**config.mk**
```make
export PLATFORM = sky130hd
export DESIGN_NAME = conditional_branch_unit
export DESIGN_NICKNAME = d
export VERILOG_FILES = /design/src/branch_unit_pkg.sv /design/src/branch_target_adder.sv /design/src/conditional_branch_unit.sv
export SDC_FILE = /design/constraint.sdc
export NUM_CORES = 1
export LEC_CHECK = 0
export ABC_AREA = 1
export BUFFER_PORTS_ARGS = -buffer_cell sky130_fd_sc_hd__buf_2
export CAP_MARGIN = 20
export CORE_MARGIN = 4
export CORE_UTILIZATION = 57
export DETAILED_ROUTE_END_ITERATION = 16
export GPL_ROUTABILITY_DRIVEN = 1
export PLACE_DENSITY = 0.91
export SETUP_SLACK_MARGIN = 0.2
export SYNTH_ARGS = -nofsm -noshare
export SYNTH_HDL_FRONTEND = slang
export SYNTH_SLANG_ARGS = --single-unit
```
**constraint.sdc**
```tcl
create_clock -name CLK_I -period 5.5 [get_ports CLK_I]
set_input_delay 0.275 -clock CLK_I [delete_from_list [all_inputs] [get_ports CLK_I]]
set_output_delay 0.275 -clock CLK_I [all_outputs]
set_load 0.01 [all_outputs]
```
**src/branch_unit_pkg.sv**
```systemverilog
// Shared constants for the conditional branch unit.
package branch_unit_pkg;
   localparam int          INSTR_W        = 16;
   localparam int          PC_W           = 21;
   localparam int          OFFSET_W       = 8;
   localparam logic [3:0]  GROUP_CODE     = 4'hE;
   localparam logic [3:0]  SUB_CARRY_CLR  = 4'h3;
   localparam logic [3:0]  SUB_NEG_CLR    = 4'h7;
   localparam logic [3:0]  SUB_OVF_CLR    = 4'h5;
   localparam logic [3:0]  SUB_NEG_SET    = 4'h6;
   localparam logic [20:0] FETCH_STEP     = 21'h000002;
   localparam logic [20:0] PC_RESET       = 21'h000000;
   localparam logic [1:0]  Q1             = 2'h0;
   localparam logic [1:0]  Q2             = 2'h1;
   localparam logic [1:0]  Q3             = 2'h2;
   localparam logic [1:0]  Q4             = 2'h3;
   localparam real         CLK_PERIOD_NS  = 10.0;
endpackage

```
**src/branch_target_adder.sv**
```systemverilog
// Target adder: incremented address plus doubled signed offset.
`timescale 1ns/100ps
module branch_target_adder
   import branch_unit_pkg::*;
#(
   parameter int PCW = PC_W
)
(
   // Operands
   input  wire logic [PCW-1:0]      pc_i,
   input  wire logic [OFFSET_W-1:0] offset_i,
   // Result
   output logic      [PCW-1:0]      target_o
);
   // The sign extension below needs at least one copy of the sign bit.
   if (PCW < OFFSET_W + 2)
   begin : g_width_check
      $error("PC width too small for branch reach");
   end

   logic [PCW-1:0] doubled;

   // Sign extension keeps the whole -128..127 range, then shift doubles it.
   assign doubled  = {{(PCW-OFFSET_W-1){offset_i[OFFSET_W-1]}}, offset_i, 1'b0}; // [RL5] [RL7]
   assign target_o = pc_i + PCW'(FETCH_STEP) + doubled; // [RL6]
endmodule

```
**src/conditional_branch_unit.sv**
```systemverilog
// Conditional branch decode and execute unit with quarter-phase sequencing.
// What this block does
// [RL1] Carry-clear branch (E,3,offset) is taken only when carry is zero.
// [RL2] Negative-clear branch (E,7,offset) is taken only when negative is zero.
// [RL3] Overflow-clear branch (E,5,offset) is taken only when overflow is zero.
// [RL4] Negative-set branch (E,6,offset) is taken only when negative is one.
// [RL5] The offset is signed two's complement and is doubled before adding.
// [RL6] A taken branch loads the instruction address plus 2 plus twice the offset.
// [RL7] Offsets from -128 to 127 are all reachable.
// [RL8] Not taken costs one instruction cycle, taken costs two.
// [RL9] Q1 decode, Q2 read offset, Q3 process, Q4 write PC if taken; then one idle cycle.
// [RL10] The status flags are never altered by these branches.
// [RL11] In the idle cycle the prefetched sequential word is flushed and the target refetched.
`timescale 1ns/100ps
module conditional_branch_unit
   import branch_unit_pkg::*;
(
   // Clock and reset
   input  wire logic               CLK_I,
   input  wire logic               RESET_N_I,
   // Instruction from fetch, valid for a whole instruction cycle
   input  wire logic [INSTR_W-1:0] INSTR_I,
   input  wire logic [PC_W-1:0]    INSTR_ADDR_I,
   input  wire logic               INSTR_VALID_I,
   // Status flags from the core
   input  wire logic               CARRY_I,
   input  wire logic               NEGATIVE_I,
   input  wire logic               OVERFLOW_I,
   // Program counter and fetch control
   output logic [PC_W-1:0]         PC_O,
   output logic                    PC_WRITE_O,
   output logic                    FLUSH_O,
   output logic                    IDLE_CYCLE_O,
   output logic [1:0]              QUARTER_O,
   output logic                    TAKEN_O,
   // Flags pass through untouched
   output logic                    CARRY_O,
   output logic                    NEGATIVE_O,
   output logic                    OVERFLOW_O
);
   typedef enum {EXEC, IDLE} cyc_e;

   cyc_e             cyc_reg;
   logic [1:0]       q_reg;
   logic             is_branch_reg;
   logic             cond_reg;
   logic [7:0]       offset_reg;
   logic [PC_W-1:0]  addr_reg;
   logic [PC_W-1:0]  target;
   logic [3:0]       sub_code;
   logic             is_branch_next;
   logic             cond_next;

   // Quarter phase counter: each clock is one quarter.
   always_ff @(posedge CLK_I)
   begin
      if (!RESET_N_I)
         q_reg <= Q1;
      else
         q_reg <= q_reg + 2'h1;
   end

   // Q1 decode of the four conditional branch encodings.
   assign sub_code = INSTR_I[11:8];
   always_comb
   begin
      is_branch_next = 1'b0;
      cond_next      = 1'b0;
      if (INSTR_VALID_I && INSTR_I[15:12] == GROUP_CODE)
      begin
         case (sub_code)
            SUB_CARRY_CLR:
            begin
               is_branch_next = 1'b1;
               cond_next      = !CARRY_I; // [RL1]
            end
            SUB_NEG_CLR:
            begin
               is_branch_next = 1'b1;
               cond_next      = !NEGATIVE_I; // [RL2]
            end
            SUB_OVF_CLR:
            begin
               is_branch_next = 1'b1;
               cond_next      = !OVERFLOW_I; // [RL3]
            end
            SUB_NEG_SET:
            begin
               is_branch_next = 1'b1;
               cond_next      = NEGATIVE_I; // [RL4]
            end
            default:
            begin
               is_branch_next = 1'b0;
               cond_next      = 1'b0;
            end
         endcase
      end
   end

   // Decode in Q1, capture the offset in Q2, evaluate the flag in Q3.
   always_ff @(posedge CLK_I)
   begin
      if (!RESET_N_I)
      begin
         is_branch_reg <= 1'b0;
         cond_reg      <= 1'b0;
         offset_reg    <= 8'h00;
         addr_reg      <= PC_RESET;
      end
      else if (cyc_reg == EXEC)
      begin
         case (q_reg)
            Q1:
            begin
               is_branch_reg <= is_branch_next; // [RL9]
               addr_reg      <= INSTR_ADDR_I;
            end
            Q2:
               offset_reg <= INSTR_I[7:0]; // [RL9]
            Q3:
               cond_reg <= is_branch_reg && cond_next; // [RL9]
            default:
               cond_reg <= cond_reg;
         endcase
      end
   end

   branch_target_adder #(.PCW(PC_W)) u_adder
   (
      .pc_i     (addr_reg),
      .offset_i (offset_reg),
      .target_o (target)
   );

   // Instruction cycle state: a taken branch inserts one idle cycle.
   always_ff @(posedge CLK_I)
   begin
      if (!RESET_N_I)
         cyc_reg <= EXEC;
      else if (q_reg == Q4)
      begin
         case (cyc_reg)
            EXEC:    cyc_reg <= cond_reg ? IDLE : EXEC; // [RL8]
            IDLE:    cyc_reg <= EXEC;
            default: cyc_reg <= EXEC;
         endcase
      end
   end

   // Q4 writes the target when taken; nothing happens otherwise.
   always_ff @(posedge CLK_I)
   begin
      if (!RESET_N_I)
      begin
         PC_O       <= PC_RESET;
         PC_WRITE_O <= 1'b0;
      end
      else
      begin
         PC_WRITE_O <= (cyc_reg == EXEC) && (q_reg == Q4) && cond_reg; // [RL9]
         if ((cyc_reg == EXEC) && (q_reg == Q4) && cond_reg)
            PC_O <= target; // [RL6]
      end
   end

   // Idle cycle marking and flush of the sequential prefetch.
   always_ff @(posedge CLK_I)
   begin
      if (!RESET_N_I)
      begin
         FLUSH_O      <= 1'b0;
         IDLE_CYCLE_O <= 1'b0;
         TAKEN_O      <= 1'b0;
         QUARTER_O    <= Q1;
      end
      else
      begin
         FLUSH_O      <= (cyc_reg == EXEC) && (q_reg == Q4) && cond_reg; // [RL11]
         IDLE_CYCLE_O <= (q_reg == Q4) ? ((cyc_reg == EXEC) && cond_reg)
                                       : (cyc_reg == IDLE); // [RL8]
         TAKEN_O      <= (q_reg == Q4) ? 1'b0 : (cyc_reg == EXEC) && (q_reg == Q3)
                                                ? (is_branch_reg && cond_next) : TAKEN_O;
         QUARTER_O    <= q_reg + 2'h1;
      end
   end

   // Flags are only forwarded, so a branch can never change them.
   always_ff @(posedge CLK_I)
   begin
      if (!RESET_N_I)
      begin
         CARRY_O    <= 1'b0;
         NEGATIVE_O <= 1'b0;
         OVERFLOW_O <= 1'b0;
      end
      else
      begin
         CARRY_O    <= CARRY_I; // [RL10]
         NEGATIVE_O <= NEGATIVE_I;
         OVERFLOW_O <= OVERFLOW_I;
      end
   end
endmodule

```
======== After elaboration in Yosys (flattened, before gate mapping) ========
Index checks and enable logic that the tools add are counted.
Widths: inputs -> output; s select.
word-level totals
  logic and storage cells ................. 50
  flip-flop bits (word level) ............. 92
cells by class
  equality and inequality tests ........... 9
  bitwise operators ....................... 1
  multiplexer cells ....................... 7
  reduce and logical (&&, ||, !) cells .... 17
  add/subtract/negate cells ............... 3
operators with widths
  cell                   number
  $logic_not 32->1       2
  $eq 32x2->1 const B    1
  $add 21x2->21 const B  1
  $add 21x21->21         1
  $eq 4x3->1 const B     3
  $logic_and 1x1->1      6
  $mux 1                 6
  $reduce_and 2->1       3
  $eq 2x2->1 const B     2
  $eq 4x2->1 const B     1
  $eq 4x4->1 const B     1
  $pmux 1 s4             1
  $reduce_or 4->1        1
  $logic_not 1->1        3
  $add 2x1->2 const B    1
  $eq 2x1->1 const B     1
  $logic_not 2->1        1
  $reduce_or 2->1        1
  $not 1->1              1

======== Longest topological paths before layout ========
  depth after elaboration ................. 4
  depth in mapped cells ................... 17
  gate-level depth less buffers ........... 17

======== By module ========
A second synthesis with hierarchy kept.
second synthesis, totals
  cells, all modules ...................... 511
  area, all modules ....................... 3629.7 um2
by module, submodules not included
  module                   area an instance (um2)  cells each  instances  sequential area each (um2)
  conditional_branch_unit  2283.4                  290         1          1221.2
  branch_target_adder      1346.3                  221         1          0.0

======== Least setup slack after synthesis ========
No wires, ideal clock.
  path type ............................... reg-to-reg
  start point ............................. register offset_reg[7]
  end point ............................... register PC_O[19]
  period minus slack after synthesis ...... 2053 ps
  data arrival time ....................... 1944 ps
  path buffers ............................ 0
  setup time .............................. 109 ps
  path slack .............................. 3447 ps
  cell stages (with the launch flop) ...... 13
  cells stage by stage .................... dfxtp_1 ha_1 ha_1 nand2_1 inv_2 a21oi_1 nand3_2 nand2_1 nand2_1 nand2_1 nand3_1 nand2_1 inv_1
on the way
  longest elaborated chain between the ends .. 1
ends and longest elaborated chain
  item                    line                            RTL
  start, declared         conditional_branch_unit.sv:47   logic [7:0] offset_reg;
  start signal, assigned  conditional_branch_unit.sv:120  offset_reg <= INSTR_I[7:0];
  $add 21x21->21          branch_target_adder.sv:25       assign target_o = pc_i + PCW'(FETCH_STEP) + doubled;
  end signal, assigned    conditional_branch_unit.sv:163  PC_O <= target;
  end, declared           conditional_branch_unit.sv:30   output logic [PC_W-1:0] PC_O,
No other way between the ends.
A chain may end at the register's enable or synchronous reset.

==> impl_results.md <==
- Crit start category: flip-flop
- Vias per inst: 5.31
- Die Span Y: 87.0 µm
- Final Cycle Share: 44.1%
- Final setup vio count: 0
- Routed WL per cell: 13.3 µm
- Final Non-Filler Cells: 657
- Req. time, crit path: 5790 ps
- # fillers: 490
- Synth-to-Final Area Change: 16.8%
- Synth warn: 0
- DR top layer: met4
- Post-layout minimum cycle time: 2430 ps
- FMAX: 412 MHz
- Fraction of layout cells with a size suffix above 1: 17.9%
- Final Skew: 7.97 ps
- Mapped Avg Cell Area: 7.00 µm²
- Commonest non-fill, non-tap cell in the layout: nor2_1
- WL met1: 3.61 mm
- First-pass GRT wire length: 14.7 mm
- Worst setup EP type: flip-flop
- Cts-stage hold buffer count: 0
- # Max-Cap Violations: 0
- Worst-path clk slew: 80 ps
- HP Class: in2reg
- Worst-path fanout max: 34
- WS Path Type: reg2reg
- Met2 wire len: 4.43 mm
- Fin nets: 662
- Worst EP arrival: 2720 ps
- DIE WIDTH: 87.0 µm
- HPWL after detailed placement: 6.57 mm
- Overall Global Routing Usage: 24.6%
- Leakage: 2.29 nW
- Slew margin rel.: 40.6%
- Ant. Diodes: 0
- Slew Limit Fails: 0
- EDFF count, synth: 0
- Routed WL: 8.72 mm
- Mapped cell area: 3560 µm²
- CTS Root Cell: clkbuf_8
- CTS Buf Count: 9
- Slew @ Worst Pin: 885 ps
- Commonest non-fill, non-tap cells in the layout: nor2_1 (103), nand2_1 (86), buf_2 (72)
- Largest net degree at the start of global routing: 44
- Seq/Total Area, Yosys: 34.3%
- Post-CTS setup buffers: 0
- CTS tree: yes
- # DRC: 0
- Distinct cells, synth: 32
- Pwr/cell area: 288 nW/µm²
- H-tree Lvls: 3
- Skew-Pair Late Insertion Delay: 350 ps
- DR WL met3: 448 µm
- Max IR drop VDD: 0.000183 V
- Top_reg_cell synth: dfxtp_1
- Antenna Violating Nets Remaining: 0
- Post_cts resized: 0
- Initial antenna violation count: 0
- Final Hold Viols: 0
- Synth top area share: 34.3%
- Seq cells post-synth: 61
- Status: finished clean
- Syn nets: 593
- Main area contributors after synthesis: dfxtp_1 (34%), ha_1 (14%), nor2_1 (11%)
- Initial Utilization: 59.4%
- Total clock sinks: 61
- Final setup TNS: 0 ps
- Number of global-route vias before repair: 3,412
- Num ports: 73
- IO buf count: 72
- Post-Place Cells: 641
- Async SR Flop Fraction: 0%
- # rows: 28
- CTS Buffer Depth: 2
- Via count: 3,486
- Global route overflow: 0
- DRT iter0 DRCs: 189
- Synth Instances: 508
- First-pass iteration count of the detailed router: 6
- Area leader, netlist: dfxtp_1
- Core area: 5990 µm²
- Die area: 7570 µm²
- GP Congestion: 0.941
- RSZ-0062 raised after global routing: no
==> metrics by stage <==
stage	total power (W)	hold WS (ps)	setup WS [ps]	instance area (µm²)	utilization, %
2_1_floorplan	0.000676	368	3450	3560	-
3_3_place_gp	0.000734	443	3170	3930	65.7
3_5_place_dp	0.000749	457	3080	3930	65.7
4_1_cts	0.00120	108	3040	4160	69.4
5_1_grt	0.00126	127	2840	4160	69.4
6_report	0.00120	121	3070	4160	69.4
==> final cells by class <==
class / count / area [µm²] / share of cell area (%)
sequential: 61 / 1220 / 29.4
clock buffer: 9 / 124 / 2.98
multi-input combinational: 370 / 2020 / 48.7
tap: 75 / 93.8 / 2.26
clock inverter: 7 / 97.6 / 2.35
inverter: 63 / 236 / 5.69
timing repair buffer: 72 / 360 / 8.67
==> path summary, 6_finish.rpt <==
path / startpoint / to / slack, ps / cells past startpoint
worst max register to register: QUARTER_O[0] / PC_O[10] / 3070 / 6
worst min register to register: TAKEN_O / TAKEN_O / 470 / 2
worst min-delay path: OVERFLOW_I / OVERFLOW_O / 120 / 3
worst max-delay path: QUARTER_O[0] / PC_O[10] / 3070 / 6
==> report_power, final <==
group	switching, W	internal, W	leakage [nW]
clock network	0.000196	0.000256	0.106
registers	0.0000180	0.000468	0.500
logic	0.000163	0.0000948	1.69
total	0.000378	0.000819	2.29
==> cells by family (layout without fill, tap and decap cells) <==
group	after synthesis	after routing	share of synthesized area, %
AND/OR/NAND/NOR	240	240	28.0
AO/OA/AOI/OAI	79	79	11.7
buffers and inverters	77	151	8.83
flip-flops	61	61	34.3
adder cells (fa/ha/maj)	42	42	15.0
XOR/XNOR	9	9	2.22
==> routing by layer <==
metal  global-route usage [%]  vias up
met1                     27.2     1599
met2                     43.3      103
met4                     13.5        0
met5                        0        -
li1                         -     1762
met3                     5.30       22
==> cells in the mapped netlist (3+ instances only) <==
master,instances
o21ai_0,46
a21oi_1,23
buf_2,3
dfxtp_1,61
inv_1,59
nor2_2,4
xor2_1,5
nand2_2,5
clkbuf_1,8
nand2_1,86
xnor2_1,4
nor3_1,4
nand3_1,30
nor2_1,103
ha_1,41
==> worst max-delay path: stages (launching register included) <==
cell and delay (ps):
dfxtp_1 360, ha_1 220, nand3_1 330, clkinv_1 820
nand3_1 410, o211ai_1 130, inv_1 80
Power figures use the tool's default switching activity.
